`src/shared/return_and_rotate_exec_pkg.sv`:
```
// constants, operation codes and carriers for the return/rotate execution unit
package return_and_rotate_exec_pkg;
   localparam int          DATA_W        = 8;
   localparam int          PC_W          = 15;
   localparam int          IRQ_ENABLE_BIT = 7;
   localparam int          CARRY_BIT     = 0;
   localparam int          MSB_BIT       = 7;
   localparam int          RETURN_CYCLES = 2;
   // register byte offsets on the AXI4-Lite slave
   localparam logic [7:0]  OFF_WORK      = 8'h00;
   localparam logic [7:0]  OFF_FLAGS     = 8'h04;
   localparam logic [7:0]  OFF_IRQCTL    = 8'h08;
   localparam logic [7:0]  OFF_STATE     = 8'h0C;
   localparam logic [7:0]  RST_WORK      = 8'h00;
   localparam logic        RST_CARRY     = 1'h0;
   localparam logic        RST_IRQ_ENABLE = 1'h0;
   localparam logic [1:0]  RESP_OKAY     = 2'h0;
   localparam logic [1:0]  RESP_DECERR   = 2'h3;

   typedef enum logic [3:0] {
      interrupt_exit_op    = 4'h1,
      subroutine_exit_op   = 4'h2,
      exit_with_literal_op = 4'h4,
      rotate_left_carry_op = 4'h8
   } op_e;

   typedef enum logic [1:0] {
      ST_IDLE   = 2'h1,
      ST_SECOND = 2'h2
   } state_e;

   typedef struct packed {
      op_e               op;
      logic [DATA_W-1:0] literal;
      logic              dest;
      logic [DATA_W-1:0] regData;
   } issue_s;
endpackage : return_and_rotate_exec_pkg

```
`src/verilog/return_and_rotate_exec.sv`:
```
// return and rotate-through-carry execution unit with AXI4-Lite register access
//
// Contract
// - Interrupt exit pops the stack into the PC, sets the global interrupt enable and takes 2 cycles.
// - Subroutine exit pops the stack into the PC, leaves the flags alone and takes 2 cycles.
// - Literal exit loads its 8-bit literal into the working register without touching flags.
// - Literal exit also pops the return address into the PC, the whole taking 2 cycles.
// - Rotate shifts the register left by one through carry: old carry to bit 0, bit 7 to carry.
// - Rotate destination 0 writes the working register, 1 writes the source register back.
`timescale 1ns/100ps
module return_and_rotate_exec
   import return_and_rotate_exec_pkg::*;
(
   input  wire logic              core_clk,      // 125 MHz core clock
   input  wire logic              resetn,        // async reset, active low
   input  wire logic              issueValid,    // instruction offered
   input  wire issue_s            issue,         // decoded instruction
   input  wire logic [PC_W-1:0]   stackTopEntry, // top of hardware return stack
   output logic                   issueReady,    // unit can take an instruction
   output logic                   stackPop,      // one-cycle pop strobe
   output logic                   pcLoad,        // one-cycle PC load strobe
   output logic [PC_W-1:0]        pcValue,       // PC value with pcLoad
   output logic                   fileWe,        // data register write strobe
   output logic [DATA_W-1:0]      fileData,      // data register write value
   output logic [DATA_W-1:0]      work,          // working register
   output logic                   carry,         // carry flag
   output logic                   globalIrqEnable, // global interrupt enable
   input  wire logic [7:0]        s_axi_awaddr,  // write address
   input  wire logic              s_axi_awvalid, // write address valid
   output logic                   s_axi_awready, // write address ready
   input  wire logic [31:0]       s_axi_wdata,   // write data
   input  wire logic [3:0]        s_axi_wstrb,   // write strobes
   input  wire logic              s_axi_wvalid,  // write data valid
   output logic                   s_axi_wready,  // write data ready
   output logic [1:0]             s_axi_bresp,   // write response
   output logic                   s_axi_bvalid,  // write response valid
   input  wire logic              s_axi_bready,  // write response ready
   input  wire logic [7:0]        s_axi_araddr,  // read address
   input  wire logic              s_axi_arvalid, // read address valid
   output logic                   s_axi_arready, // read address ready
   output logic [31:0]            s_axi_rdata,   // read data
   output logic [1:0]             s_axi_rresp,   // read response
   output logic                   s_axi_rvalid,  // read data valid
   input  wire logic              s_axi_rready   // read data ready
);

   function automatic logic mapped(input logic [7:0] a);
      mapped = (a == OFF_WORK) || (a == OFF_FLAGS) || (a == OFF_IRQCTL) || (a == OFF_STATE);
   endfunction : mapped

   function automatic logic [DATA_W-1:0] rotated(input logic [DATA_W-1:0] v, input logic c);
      rotated = {v[DATA_W-2:0], c};
   endfunction : rotated

   // ---------------- execution ----------------
   state_e              state, next_state;
   op_e                 heldOp, next_heldOp;
   logic [DATA_W-1:0]   heldLit, next_heldLit;
   logic                next_issueReady, next_stackPop, next_pcLoad, next_fileWe;
   logic [PC_W-1:0]     next_pcValue;
   logic [DATA_W-1:0]   next_fileData, next_work;
   logic                next_carry, next_globalIrqEnable;
   logic                accept;
   // software write strobes from the bus slave
   logic                swWork, swFlags, swIrq;
   logic [7:0]          swByte;

   assign accept = issueValid && issueReady;

   always_comb begin
      next_state           = state;
      next_heldOp          = heldOp;
      next_heldLit         = heldLit;
      // ready in every idle cycle except the first after reset; a taken return clears it for one cycle
      next_issueReady      = 1'b1;
      next_stackPop        = 1'b0;
      next_pcLoad          = 1'b0;
      next_pcValue         = pcValue;
      next_fileWe          = 1'b0;
      next_fileData        = fileData;
      // software writes first, so the core's own update wins the same edge
      next_work            = swWork ? swByte : work;
      next_carry           = swFlags ? swByte[CARRY_BIT] : carry;
      next_globalIrqEnable = swIrq ? swByte[IRQ_ENABLE_BIT] : globalIrqEnable;
      unique case (state)
         ST_IDLE: begin
            if (accept) begin
               if (issue.op == rotate_left_carry_op) begin
                  next_carry = issue.regData[MSB_BIT];
                  if (issue.dest) begin
                     next_fileWe   = 1'b1;
                     next_fileData = rotated(issue.regData, carry);
                  end else begin
                     next_work = rotated(issue.regData, carry);
                  end
               end else begin
                  // returns hold off new work for their second cycle
                  next_state      = ST_SECOND;
                  next_heldOp     = issue.op;
                  next_heldLit    = issue.literal;
                  next_issueReady = 1'b0;
               end
            end
         end
         ST_SECOND: begin
            next_state      = ST_IDLE;
            next_issueReady = 1'b1;
            next_stackPop   = 1'b1;
            next_pcLoad     = 1'b1;
            next_pcValue    = stackTopEntry;
            if (heldOp == interrupt_exit_op) begin
               next_globalIrqEnable = 1'b1;
            end
            if (heldOp == exit_with_literal_op) begin
               next_work = heldLit;
            end
         end
      endcase
   end

   always_ff @(posedge core_clk or negedge resetn) begin
      if (!resetn) begin
         state           <= ST_IDLE;
         heldOp          <= subroutine_exit_op;
         heldLit         <= RST_WORK;
         issueReady      <= 1'b0;
         stackPop        <= 1'b0;
         pcLoad          <= 1'b0;
         pcValue         <= '0;
         fileWe          <= 1'b0;
         fileData        <= RST_WORK;
         work            <= RST_WORK;
         carry           <= RST_CARRY;
         globalIrqEnable <= RST_IRQ_ENABLE;
      end else begin
         state           <= next_state;
         heldOp          <= next_heldOp;
         heldLit         <= next_heldLit;
         issueReady      <= next_issueReady;
         stackPop        <= next_stackPop;
         pcLoad          <= next_pcLoad;
         pcValue         <= next_pcValue;
         fileWe          <= next_fileWe;
         fileData        <= next_fileData;
         work            <= next_work;
         carry           <= next_carry;
         globalIrqEnable <= next_globalIrqEnable;
      end
   end

   // ---------------- AXI4-Lite slave ----------------
   logic          awHeld, next_awHeld, wHeld, next_wHeld;
   logic [7:0]    awAddr, next_awAddr;
   logic [31:0]   wData, next_wData;
   logic [3:0]    wStrb, next_wStrb;
   logic          next_awready, next_wready, next_bvalid, next_arready, next_rvalid;
   logic [1:0]    next_bresp, next_rresp;
   logic [31:0]   next_rdata;
   logic          doWrite;

   assign doWrite = awHeld && wHeld && !s_axi_bvalid;
   assign swByte  = wData[7:0];
   assign swWork  = doWrite && wStrb[0] && (awAddr == OFF_WORK);
   assign swFlags = doWrite && wStrb[0] && (awAddr == OFF_FLAGS);
   assign swIrq   = doWrite && wStrb[0] && (awAddr == OFF_IRQCTL);

   always_comb begin
      next_awHeld  = awHeld;
      next_wHeld   = wHeld;
      next_awAddr  = awAddr;
      next_wData   = wData;
      next_wStrb   = wStrb;
      next_bvalid  = s_axi_bvalid;
      next_bresp   = s_axi_bresp;
      next_arready = 1'b0;
      next_rvalid  = s_axi_rvalid;
      next_rresp   = s_axi_rresp;
      next_rdata   = s_axi_rdata;
      if (s_axi_awvalid && s_axi_awready) begin
         next_awHeld = 1'b1;
         next_awAddr = s_axi_awaddr;
      end
      if (s_axi_wvalid && s_axi_wready) begin
         next_wHeld = 1'b1;
         next_wData = s_axi_wdata;
         next_wStrb = s_axi_wstrb;
      end
      if (doWrite) begin
         next_awHeld = 1'b0;
         next_wHeld  = 1'b0;
         next_bvalid = 1'b1;
         next_bresp  = mapped(awAddr) ? RESP_OKAY : RESP_DECERR;
      end
      if (s_axi_bvalid && s_axi_bready) begin
         next_bvalid = 1'b0;
      end
      // single-entry holding: ready only while the slot is empty
      next_awready = !next_awHeld && !(s_axi_awvalid && s_axi_awready);
      next_wready  = !next_wHeld && !(s_axi_wvalid && s_axi_wready);
      if (s_axi_rvalid && s_axi_rready) begin
         next_rvalid = 1'b0;
      end
      if (s_axi_arvalid && s_axi_arready) begin
         next_rvalid = 1'b1;
         next_rresp  = mapped(s_axi_araddr) ? RESP_OKAY : RESP_DECERR;
         unique case (s_axi_araddr)
            OFF_WORK:   next_rdata = {24'h000000, work};
            OFF_FLAGS:  next_rdata = {31'h00000000, carry};
            OFF_IRQCTL: next_rdata = {24'h000000, globalIrqEnable, 7'h00};
            OFF_STATE:  next_rdata = {28'h0000000, fileWe, pcLoad, stackPop, !issueReady};
            default:    next_rdata = 32'h00000000;
         endcase
      end else if (!next_rvalid && !s_axi_arready) begin
         next_arready = 1'b1;
      end
   end

   always_ff @(posedge core_clk or negedge resetn) begin
      if (!resetn) begin
         awHeld        <= 1'b0;
         wHeld         <= 1'b0;
         awAddr        <= 8'h00;
         wData         <= 32'h00000000;
         wStrb         <= 4'h0;
         s_axi_awready <= 1'b0;
         s_axi_wready  <= 1'b0;
         s_axi_bvalid  <= 1'b0;
         s_axi_bresp   <= RESP_OKAY;
         s_axi_arready <= 1'b0;
         s_axi_rvalid  <= 1'b0;
         s_axi_rresp   <= RESP_OKAY;
         s_axi_rdata   <= 32'h00000000;
      end else begin
         awHeld        <= next_awHeld;
         wHeld         <= next_wHeld;
         awAddr        <= next_awAddr;
         wData         <= next_wData;
         wStrb         <= next_wStrb;
         s_axi_awready <= next_awready;
         s_axi_wready  <= next_wready;
         s_axi_bvalid  <= next_bvalid;
         s_axi_bresp   <= next_bresp;
         s_axi_arready <= next_arready;
         s_axi_rvalid  <= next_rvalid;
         s_axi_rresp   <= next_rresp;
         s_axi_rdata   <= next_rdata;
      end
   end

   // ---------------- assertions ----------------
   int_exit_pop_a: assert property (@(posedge core_clk) disable iff (!resetn)
      accept && issue.op == interrupt_exit_op |-> ##2 pcLoad && stackPop && globalIrqEnable
         && pcValue == $past(stackTopEntry, 1))
      else $error("interrupt exit did not pop or set enable");

   sub_exit_flags_a: assert property (@(posedge core_clk) disable iff (!resetn)
      accept && issue.op == subroutine_exit_op && !swFlags ##1 !swFlags
         |-> ##1 pcLoad && stackPop && carry == $past(carry, 2))
      else $error("subroutine exit wrong or flags changed");

   lit_exit_work_a: assert property (@(posedge core_clk) disable iff (!resetn)
      accept && issue.op == exit_with_literal_op |-> ##2 work == $past(issue.literal, 2))
      else $error("literal not loaded into working register");

   lit_exit_timing_a: assert property (@(posedge core_clk) disable iff (!resetn)
      accept && issue.op == exit_with_literal_op
         |=> !issueReady && !pcLoad ##1 issueReady && pcLoad && stackPop)
      else $error("literal exit not two cycles with pop");

   rotate_carry_a: assert property (@(posedge core_clk) disable iff (!resetn)
      accept && issue.op == rotate_left_carry_op |=> carry == $past(issue.regData[MSB_BIT])
         && (fileWe ? fileData : work) == {$past(issue.regData[6:0]), $past(carry)})
      else $error("rotate result or carry wrong");

   rotate_dest_a: assert property (@(posedge core_clk) disable iff (!resetn)
      accept && issue.op == rotate_left_carry_op |=> fileWe == $past(issue.dest)
         && (!fileWe || $past(swWork) || work == $past(work)))
      else $error("rotate destination wrong");

   rotate_single_a: assert property (@(posedge core_clk) disable iff (!resetn)
      accept && issue.op == rotate_left_carry_op |=> issueReady && !stackPop && !pcLoad)
      else $error("rotate not single cycle");

   pop_once_a: assert property (@(posedge core_clk) disable iff (!resetn)
      stackPop |=> !stackPop)
      else $error("stack popped twice");

endmodule : return_and_rotate_exec

```
`config.mk`:
```
export PLATFORM = sky130hd
export DESIGN_NAME = return_and_rotate_exec
export DESIGN_NICKNAME = d
export VERILOG_FILES = /design/src/shared/return_and_rotate_exec_pkg.sv /design/src/verilog/return_and_rotate_exec.sv
export SDC_FILE = /design/constraint.sdc
export NUM_CORES = 1
export LEC_CHECK = 0
export BUFFER_PORTS_ARGS = -buffer_cell sky130_fd_sc_hd__buf_2
export CELL_PAD_IN_SITES_DETAIL_PLACEMENT = 1
export CELL_PAD_IN_SITES_GLOBAL_PLACEMENT = 2
export CORE_ASPECT_RATIO = 0.5
export CORE_MARGIN = 1.5
export CORE_UTILIZATION = 30
export DETAILED_ROUTE_END_ITERATION = 10
export GPL_TIMING_DRIVEN = 0
export HOLD_SLACK_MARGIN = 0.12
export PLACE_DENSITY = 0.91
export SLEW_MARGIN = 0
export SYNTH_ARGS = -nofsm -noshare
export SYNTH_HDL_FRONTEND = slang
export SYNTH_SLANG_ARGS = --single-unit
```
`constraint.sdc`:
```
create_clock -name core_clk -period 4.4 [get_ports core_clk]
set_input_delay 1.1 -clock core_clk [delete_from_list [all_inputs] [get_ports core_clk]]
set_output_delay 1.1 -clock core_clk [all_outputs]
set_load 0.01 [all_outputs]
```
==> key figures, run 1 <==
Yosys
  • Main combinational cell family by area after synthesis: multiplexers
  • Post-synth EDFFs: 0
  • Simple-Gate Fraction of Synth Area: 0.136
  • Post-synthesis xor/xnor area fraction: 0
  • Ys async rst share: 1.00
  • Ys Warns: 0
  • Mux contribution to synthesized area: 0.161
  • Syn Inst Count: 366
  • Synth Area in Adders: 0
  • Share of the yosys chip area belonging to registers: 0.529
  • Yosys cell types: 39
  • Compound-Gate Fraction of Synth Area: 0.0987
  • Synthesized area: between 3000 and 4000 µm²
  • Seq cells post-synth: 84
  • Top FF cell, synth: dfrtp_1
  • Post-Syn Area per Cell: 10.9 µm²

Place
  • Port bufs: 122
  • Detailed Place HPWL: between 8000 and 9000 µm
  • RePlAce Congestion: 0.726
  • Placed cell area: 4910 µm²

Hold path
  • HP Class: reg -> reg
  • HP Start: pcValue[6]$_DFFE_PN0P_

Floorplan
  • Die height: about 84 µm
  • Starting density of the core: 0.311
  • IO Count: between 150 and 200
  • Die width: roughly 170 µm
  • Die area: 14000 µm²
  • # rows: 29
  • Core area: 12800 µm²

Clock tree
  • CTS buffer count: 9
  • CTS tree: done
  • Worst-path clk slew: 0.06 ns
  • Clock Path Buffers: 2
  • Root buffer cell: clkbuf_16
  • Clk_lat worst skew: 0.34 ns
  • Clock Sinks: 84
  • CTS Hold Bufs: 0
  • Post-CTS sizing: 0
  • Postcts setup bufs: 0
  • H-tree depth: 3

Routing
  • Drt initial violations: 150
  • Post-route ant nets: 0
  • Via Count: 3207
  • DRT Pass-1 Iters: 4
  • DRT Wirelength: 10900 µm
  • # DRC: 0
  • Vias/cell: 4.59
  • Drt wl/cell: 15.7 µm

Worst setup path
  • CP Launch Type: primary input
  • Crit Path Class: in -> reg
  • Worst setup EP type: register
  • Critical R2R Launch: heldOp[0]$_DFFE_PN0P_
  • Critical path startpoint: issue[18]
  • Worst Path Arrival: around 2.9 ns
  • Max FO, Critical Path: 9
  • Critical Path RT: 4.62 ns

Power
  • Sequential power share: 0.411
  • Clock power frac: 0.218
  • P_sw: 1.16 mW
  • PwrDens: 618 nW/µm²
  • Leakage: 2.64 nW
  • Maximum vdd ir drop: 0.000211 V
  • Sw Ratio: 0.363
  • Logic pwr share: 0.370
  • Tot Pwr: roughly 3.2 mW
  • Internal cell power: slightly above 2 mW

Timing
  • Max Fclk: 376 MHz
  • Final min period: between 2 and 3 ns
  • Final Max Tran Viols: 0
  • Final setup fails: 0
  • Final Hold Viols: 0
  • Slew at the pin closest to its max-slew limit: 0.839 ns
  • Unrepaired setup endpoints after global routing: false
  • Crit share post-route: 0.604
  • Relative slew slack: 0.439
  • Final setup skew: 0.00831 ns
  • Setup TNS: 0 ns
  • Worst hold slack: ~0.47 ns

Final layout
  • Final Instance Area: between 5000 and 6000 µm²
  • Storage element area: 2100 µm²
  • Fill count: 1491
  • Antenna diodes: 0
  • Share of layout cells above drive strength 1: 0.430
  • Synthesis-to-layout area growth: 30.2%
  • # nets final: ~620
  • Area occupied by multi-input gates: 1660 µm²

Global routing
  • Total Routing Usage GR: 0.164
  • Initial antenna violation count: 1
  • Vias in the first global route: between 3000 and 4000
  • Grt ovf: 0
  • First-pass GRT wire length: between 15000 and 20000 µm
  • Largest net degree at the start of global routing: 45

Outcome
  • Outcome: completed

Job
  • Max Cap Violations: 0
## power groups by stage
| stage | sequential, mW | clock (mW) | combinational (mW) |
|---|---|---|---|
| 2_1_floorplan | 1.34 | 0 | 0.714 |
| 3_3_place_gp | 1.32 | 0 | 1.15 |
| 3_5_place_dp | 1.33 | 0 | 1.20 |
| 4_1_cts | 1.32 | 0.721 | 1.20 |
| 5_1_grt | 1.37 | 0.746 | 1.32 |
| 6_report | 1.32 | 0.698 | 1.19 |
## synth_stat cells (4+ instances only)
| master | instances | area share |
|---|---|---|
| o31ai_1 | 4 | 0.0075 |
| clkbuf_1 | 10 | 0.0094 |
| nand2_1 | 58 | 0.055 |
| inv_1 | 8 | 0.0075 |
| buf_4 | 29 | 0.055 |
| a21oi_1 | 7 | 0.0088 |
| nand3_1 | 4 | 0.0050 |
| o21bai_1 | 16 | 0.030 |
| dfrtp_1 | 82 | 0.52 |
| mux2_2 | 48 | 0.14 |
| o21ai_0 | 24 | 0.030 |
| mux2i_1 | 10 | 0.025 |
| o22ai_1 | 8 | 0.013 |
| nor2_1 | 22 | 0.021 |
## state kept, by name, indices dropped and copies added (netlist names), 2 cells and up
name         cells
pcValue         15
awAddr           8
fileData         8
heldLit          8
s_axi_rdata      8
wData            8
work             8
heldOp           4
state            2
## worst max-delay path, stage by stage
cell and delay, ns:
buf_2 0.11, or4b_4 0.57, nor4_4 0.68, mux2_2 0.42
## layout by cell type, fill, tap and decap left out, types with 2 or more instances in the layout
cell type,synthesis,layout
clkbuf_1,10,11
nand4_1,3,3
o22ai_1,8,8
and3_1,2,2
clkbuf_16,0,9
nand3_1,4,4
dfrtp_1,82,82
conb_1,1,24
inv_1,8,8
nand2_1,58,58
nor3b_1,2,2
dfstp_2,2,2
o21bai_1,16,16
buf_4,29,30
o31ai_1,4,4
nor2_1,22,22
buf_2,2,123
a21oi_1,7,7
or4b_2,3,3
nor2b_1,3,3
o21ai_0,24,24
clkinv_2,0,4
nand2b_1,2,2
mux2_2,48,48
mux2i_1,10,10
## final timing paths
path | end | slack, ns | depth (start not counted)
worst max-delay path | fileData[4]$_DFFE_PN0P_ | 1.74 | 4
worst min-delay path | pcValue[6]$_DFFE_PN0P_ | 0.47 | 2
worst max register to register | work[1]$_DFF_PN0_ | 2.16 | 5
worst min register to register | pcValue[6]$_DFFE_PN0P_ | 0.47 | 2
max in group asynchronous | s_axi_rdata[7]$_DFFE_PN0P_ | 3.00 | 2
min in group asynchronous | pcValue[11]$_DFFE_PN0P_ | 0.77 | 1
## final cells by class
| cell class | instances | area share |
|---|---|---|
| Clock inverter | 5 | 0.00531 |
| Multi-Input combinational cell | 255 | 0.321 |
| Timing Repair Buffer | 123 | 0.122 |
| Sequential cell | 84 | 0.406 |
| Inverter | 8 | 0.00579 |
| Buffer | 42 | 0.0519 |
| Clock buffer | 11 | 0.0468 |
| Tap cell | 170 | 0.0410 |
## stage by stage
stage          setup WS, ns  cells   util
2_1_floorplan          1.77    389      -
6_report               1.74    698  0.405
5_1_grt                1.65    698  0.405
3_5_place_dp           1.39    682  0.384
4_1_cts                1.74    698  0.405
3_3_place_gp           1.41    681  0.382
## logic make-up after synthesis
kind of cell	Yosys count
compound gates	64
buf+inv	50
flops	84
mux	58
other cells	1
simple gates	109
## per-layer routing
layer / vias up / track usage / wire length [µm]
met5: - / 0 / 12
met4: 2 / 0.0516 / 171
met3: 18 / 0.0405 / 478
met2: 79 / 0.274 / 5240
met1: 1573 / 0.210 / 5030
li1: 1535 / - / -
(Power assumes the default switching activity.)
==> run 2: changes to the inputs <==
- CORE_UTILIZATION: 30 -> 25
- PLACE_DENSITY: 0.91 -> 0.82
- clock period: 4.4 -> 2.3 ns (I/O delays scaled with it)
==> run 2 against run 1 <==
Critical endpoint is now fileData[1]$_DFFE_PN0P_. Hold slack worse by 0.29 ns. Sequential power up 95%. Clock-buffer cell count down 1. Global-route usage down 2.3 points.
==> key figures, run 2 (same netlist as run 1, synthesis figures left out) <==
Place
  • Detailed Place HPWL: 8720 µm (+1.8%)
  • Port bufs: 122 (unchanged)
  • Dpl ws: -0.229 ns (-1.62 ns)
  • Placed cell area: 4960 µm² (+1.0%)
  • RePlAce Congestion: 0.727 (+0.11%)
  • Placed Instances: 716 (+5.0%)

Timing
  • Slew at the pin closest to its max-slew limit: 0.779 ns (-0.0600 ns)
  • Crit share post-route: 0.943
  • Post-route worst setup slack: 0.131 ns (-1.61 ns)
  • Relative slew slack: 0.477 (+0.0376)
  • Final setup skew: 0.00586 ns (-0.00245 ns)
  • Max Fclk: 461 MHz
  • Final min period: 2.17 ns
  • Final Max Tran Viols: 0 (unchanged)
  • Unrepaired setup endpoints after global routing: false
  • Final setup fails: 0 (unchanged)
  • Final Hold Viols: 0 (unchanged)

Floorplan
  • Die width: 181 µm (+9.4%)
  • Core area: 15500 µm² (+21%)
  • Die area: 16700 µm² (+19%)
  • IO Count: 174 (unchanged)
  • # rows: 32 (+10%)
  • Die height: 92.2 µm (+9.2%)
  • Starting density of the core: 0.257 (-0.0539)

Final layout
  • Final Instance Area: 5310 µm² (+2.5%)
  • Most flop-heavy register: pcValue
  • Final core occ: 0.343 (-0.0618)
  • Max reg flops: 15 (unchanged)
  • # nets final: 619 (unchanged)
  • Synthesis-to-layout area growth: 33.5%
  • Share of layout cells above drive strength 1: 0.431 (+0.000816)
  • Commonest non-fill, non-tap cells in the layout: buf_2 (123), dfrtp_1 (82), nand2_1 (58), mux2_2 (48), buf_4 (30)
  • Most common cell after layout, fill and taps aside: buf_2
  • Fin cells: 732 (+4.9%)
  • Fill count: 1784 (+20%)

Routing
  • Drt wl/cell: 15.6 µm (-0.29%)
  • Via Count: 3188 (-0.59%)
  • DRT Wirelength: 11400 µm (+4.6%)
  • Drt initial violations: 162 (+8.0%)
  • # DRC: 0 (unchanged)
  • Post-route ant nets: 0 (unchanged)
  • Vias/cell: 4.36 (-5.2%)
  • DRT Pass-1 Iters: 4 (unchanged)

Worst setup path
  • Max FO, Critical Path: 9 (unchanged)
  • Slowest cell on the critical path: nor4_4
  • Critical Path Max Stage Delay: 0.72 ns (+0.04 ns)
  • Worst Path Arrival: 2.39 ns (-0.49 ns)
  • Crit Path Class: in -> reg
  • Worst-path cell chain: buf_2 > or4b_4 > nor4_4 > mux2_2
  • Worst setup EP type: register
  • Critical Path RT: 2.52 ns (-2.10 ns)
  • FF-to-FF setup slack: 0.19 ns (-1.97 ns)
  • CP Launch Type: primary input

Clock tree
  • Worst-path clk slew: 0.06 ns (about the same)
  • Clk_lat worst skew: 0.34 ns (about the same)
  • CTS tree: done
  • Root buffer cell: clkbuf_16
  • H-tree depth: 3 (unchanged)
  • CTS buffer count: 9 (unchanged)
  • Clock Path Buffers: 2 (unchanged)
  • Postcts setup bufs: 0 (unchanged)
  • Clock Sinks: 84 (unchanged)

Power
  • PwrDens: 1230 nW/µm² (+98%)
  • Leakage: 2.68 nW (+1.6%)
  • Maximum vdd ir drop: 0.000395 V (+87%)

Global routing
  • Vias in the first global route: 3363 (-2.7%)
  • Initial antenna violation count: 2 (+1)
  • Grt ovf: 0 (unchanged)
  • First-pass GRT wire length: 18200 µm (+1.3%)
  • Total Routing Usage GR: 0.141 (-0.0226)
  • Largest net degree at the start of global routing: 56 (+24%)

Hold path
  • HP Class: in -> async

Outcome
  • Outcome: completed

Job
  • Max Cap Violations: 0 (unchanged)
run 2: report_power, final:
| part | internal, mW | total [mW] | switching [mW] |
|---|---|---|---|
| clock | 1.08 | 1.66 | 0.580 |
| combinational | 1.07 | 2.27 | 1.20 |
| sequential | 2.09 | 2.58 | 0.490 |
| total | 4.24 | 6.51 | 2.27 |
run 2: cell type report:
cell class | instances | area (µm²) | area share
flip-flops and latches | 84 | 2100 | 0.396
multi-input cells | 255 | 1670 | 0.315
repair buffers | 123 | 641 | 0.121
plain buffers | 42 | 269 | 0.0506
well taps | 204 | 255 | 0.0480
clock buffers | 10 | 239 | 0.0450
clock inverters | 5 | 100 | 0.0188
inverters | 8 | 30.0 | 0.00565
diodes | 1 | 2.50 | 0.000471
run 2: critical path: cells and delay by family:
family | cells | cell delay (ns)
buf+inv | 1 | 0.11
mux | 1 | 0.42
simple gates | 2 | 1.29
run 2: final timing paths:
path                                          from                      end  cells after the start
max                                      issue[18]  fileData[1]$_DFFE_PN0P_                      4
min                                         resetn  pcValue[11]$_DFFE_PN0P_                      1
max reg2reg                  awAddr[1]$_DFFE_PN0P_        work[5]$_DFF_PN0_                      5
min reg2reg                s_axi_awready$_DFF_PN0_  s_axi_awready$_DFF_PN0_                      1
max in group asynchronous                   resetn     wData[4]$_DFFE_PN0P_                      2
min in group core_clk                s_axi_awvalid  s_axi_awready$_DFF_PN0_                      2
run 2: what timing repair did:
item | 4_1_cts | 5_1_grt
hold buffers | 0 | 0
resized for setup | 0 | 1
setup endpoints to repair | 0 | 7
run 2: through the flow:
step / TNS [ns] / hold WS (ns) / power, mW
after global routing: 0 / 0.193 / 6.95
after floorplan: 0 / 0.279 / 3.94
after CTS: 0 / 0.177 / 6.56
final: 0 / 0.173 / 6.51
after global placement: -8.37 / 0.450 / 4.74
after detailed placement: -2.16 / 0.457 / 4.87
run 2: per-layer routing:
metal,track usage,share of wire,vias up
met4,0.0375,0.0087,0
met5,0,0,-
met2,0.245,0.51,57
met1,0.176,0.45,1589
met3,0.0346,0.037,8
li1,-,-,1534
==> run 3: changes to the inputs <==
- ABC_AREA: default -> 1
- CORE_UTILIZATION: 25 -> 28
- PLACE_DENSITY: 0.82 -> 0.92
- clock period: 2.3 -> 2.7 ns (I/O delays scaled with it)
==> run 3 against run 2 <==
Die area shrank 7.9%. Final cell count rose by 18%. First-iteration DRC count rose by 4.9%. Synthesized cell count rose by 39%. Flip-flop and latch count unchanged. Core utilization up 4.3 points. Register-to-register slack better by 1.0 ns. Non-clock buffer count is the same. Via count grew 16%. Power shrank 17%. Critical endpoint is now stackPop. Largest cell class unchanged. Largest power group unchanged.
==> key figures, run 3 <==
Outcome
  • Outcome: completed

Worst setup path
  • Worst Path Arrival: 1.09 ns (-1.30 ns)
  • Critical Path Max Stage Delay: 0.46 ns (-0.26 ns)
  • Slowest cell on the critical path: dfrtp_1
  • CP Launch Type: register
  • Crit Path Class: reg -> out
  • Worst-path cell chain: buf_4 > buf_2
  • Critical Path RT: 2.03 ns (-0.49 ns)
  • Max FO, Critical Path: 3 (-6)
  • Worst setup EP type: output pin

Global routing
  • Vias in the first global route: 3885 (+16%)
  • First-pass GRT wire length: 19000 µm (+4.7%)
  • Total Routing Usage GR: 0.158 (+0.0168)
  • Largest net degree at the start of global routing: 66 (+18%)
  • Grt ovf: 0 (unchanged)
  • Initial antenna violation count: 0 (-2)

Routing
  • Met3 WL post-DR: 548 µm (+30%)
  • Drt initial violations: 170 (+4.9%)
  • Routed wl met2: 5550 µm (-3.9%)
  • DRT Wirelength: 11500 µm (+0.60%)
  • DRT Pass-1 Iters: 4 (unchanged)
  • Vias/cell: 4.31 (-1.2%)
  • Via Count: 3711 (+16%)
  • Routed metal-1 wirelength: 5310 µm (+3.3%)
  • # DRC: 0 (unchanged)
  • Drt wl/cell: 13.3 µm (-15%)
  • Post-route ant nets: 0 (unchanged)
  • Top routing layer in use: met4

Yosys
  • Post-synth top area share: 0.501 (-0.0145)
  • Most frequent cell after synthesis: nand2_1
  • Ys Warns: 0 (unchanged)
  • Commonest cells post-synth: nand2_1 (202), dfrtp_1 (82), inv_1 (47)
  • Area contributors post-synth: dfrtp_1 (50%), nand2_1 (19%), nand3_1 (5.5%), buf_4 (5.1%), inv_1 (4.3%)
  • Top FF cell, synth: dfrtp_1
  • Seq cells post-synth: 84 (unchanged)
  • Post-synth EDFFs: 0 (unchanged)
  • Synthesized area: 4100 µm² (+2.9%)
  • Largest area contributor in the netlist: dfrtp_1
  • Post-Syn Area per Cell: 8.06 µm² (-26%)
  • Syn Inst Count: 508 (+39%)
  • Share of the yosys chip area belonging to registers: 0.514 (-0.0149)
  • Yosys cell types: 30 (-23%)
  • Ys async rst share: 1.00 (unchanged)

Hold path
  • HP Class: in -> async

Final layout
  • Antenna diodes: 0 (-1)
  • Commonest non-fill, non-tap cells in the layout: nand2_1 (202), buf_2 (128), dfrtp_1 (82), inv_1 (47), nand3_1 (45)
  • Share of layout cells above drive strength 1: 0.306 (-0.125)
  • Final Instance Area: 5370 µm² (+1.1%)
  • Synthesis-to-layout area growth: 31.2%
  • Most flop-heavy register: pcValue
  • Fill count: 1744 (-2.2%)
  • # nets final: 761 (+23%)
  • Max reg flops: 15 (unchanged)
  • Fin cells: 862 (+18%)
  • Most common cell after layout, fill and taps aside: nand2_1

Clock tree
  • Root buffer cell: clkbuf_16
  • CTS buffer count: 9 (unchanged)
  • Clk_lat worst skew: 0.34 ns (about the same)
  • Clock Path Buffers: 2 (unchanged)
  • CTS Hold Bufs: 0 (unchanged)
  • Clock Sinks: 84 (unchanged)
  • CTS tree: done
  • Worst-path clk slew: 0.06 ns (about the same)
  • Post-CTS sizing: 0 (unchanged)
  • Postcts setup bufs: 0 (unchanged)
  • H-tree depth: 3 (unchanged)

Floorplan
  • # rows: 30 (-6.3%)
  • Core area: 13900 µm² (-10%)
  • Die height: 88.5 µm (-4.0%)
  • Starting density of the core: 0.294 (+0.0372)
  • IO Count: 174 (unchanged)
  • Die area: 15400 µm² (-7.9%)
  • Die width: 174 µm (-4.1%)

Job
  • Max Cap Violations: 0 (unchanged)

Place
  • Placed cell area: 5060 µm² (+2.0%)
  • Port bufs: 122 (unchanged)
  • Dpl ws: 0.840 ns (+1.07 ns)
  • Detailed Place HPWL: 8950 µm (+2.7%)
  • Placed Instances: 846 (+18%)
  • RePlAce Congestion: 0.754 (+3.7%)

Power
  • Tot Pwr: 5.40 mW (-17%)
  • Maximum vdd ir drop: 0.000373 V (-5.5%)
  • PwrDens: 1010 nW/µm² (-18%)
  • Internal cell power: 3.31 mW (-22%)
  • Clock power frac: 0.242 (-0.013)
  • Sw Ratio: 0.387 (+0.0385)
  • Logic pwr share: 0.369 (+0.020)
  • P_sw: 2.09 mW (-7.9%)
  • Leakage: 3.14 nW (+17%)
  • Sequential power share: 0.389 (-0.007)

Timing
  • Final min period: 1.76 ns
  • Setup TNS: 0 ns (unchanged)
  • Unrepaired setup endpoints after global routing: false
  • Max Fclk: 567 MHz
  • Slew at the pin closest to its max-slew limit: 0.516 ns (-0.263 ns)
  • Final setup skew: 0.00590 ns (+0.0000402 ns)
  • Crit share post-route: 0.653
  • Post-route worst setup slack: 0.936 ns (+0.805 ns)
  • Final setup fails: 0 (unchanged)
  • Relative slew slack: 0.656 (+0.179)
  • Final Hold Viols: 0 (unchanged)
  • Final Max Tran Viols: 0 (unchanged)
## run 3: changes by cell type in the layout (fill, tap and decap cells not counted), sizes merged, moves of 7 or more
cell and delta:
o22ai -8, buf +7, o21bai -16, mux2 -48, nand2 +157, inv +42
nand3 +44, nand4 +8, mux2i -10
## run 3: logic make-up after synthesis
group,synth area share
simple gates,0.334
buf+inv,0.119
flops,0.514
compound gates,0.0330
other cells,0.000915
## run 3: cell type report
type | count | area [µm²] | area share
Clock buffer | 11 | 233 | 0.0433
Timing Repair Buffer | 123 | 641 | 0.119
Sequential cell | 84 | 2100 | 0.392
Clock inverter | 5 | 77.6 | 0.0144
Tap cell | 192 | 240 | 0.0447
Inverter | 51 | 191 | 0.0356
Buffer | 42 | 294 | 0.0547
Multi-Input combinational cell | 354 | 1590 | 0.296
## run 3: path summary, 6_finish.rpt
kind / cells after the start / slack, ns / endpoint / startpoint
setup / recovery: 2 / 0.94 / stackPop / pcLoad$_DFF_PN0_
hold / removal: 1 / 0.21 / pcValue[13]$_DFFE_PN0P_ / resetn
min in group core_clk: 1 / 0.45 / s_axi_arready$_DFF_PN0_ / s_axi_arready$_DFF_PN0_
setup reg to reg: 5 / 1.21 / pcValue[7]$_DFFE_PN0P_ / state[0]$_DFFE_PN1P_
max in group asynchronous: 2 / 1.88 / s_axi_rdata[3]$_DFFE_PN0P_ / resetn
hold reg to reg: 1 / 0.45 / s_axi_arready$_DFF_PN0_ / s_axi_arready$_DFF_PN0_
## run 3: through the flow
step                       util  hold WS [ns]
final                     0.386         0.208
after global routing      0.386         0.214
after CTS                 0.386         0.210
after detailed placement  0.364         0.442
after global placement    0.361         0.438
after floorplan               -         0.379
## run 3: layer usage
metal / vias up / global-route usage
met5: - / 0
met4: 0 / 0.0353
met3: 9 / 0.0417
met2: 72 / 0.280
met1: 1784 / 0.197
li1: 1846 / -
## run 3: worst max-delay path, delay by kind of cell (launching register included)
family / cells / cell delay (ns)
DFF: 1 / 0.46
buffers and inverters: 2 / 0.29
## run 3: power groups by stage
stage / combinational, mW / sequential [mW] / clock, mW
2_1_floorplan: 1.19 / 2.17 / 0
3_3_place_gp: 1.94 / 2.11 / 0
3_5_place_dp: 2.02 / 2.13 / 0
4_1_cts: 2.04 / 2.11 / 1.34
5_1_grt: 2.28 / 2.16 / 1.39
6_report: 1.99 / 2.10 / 1.31
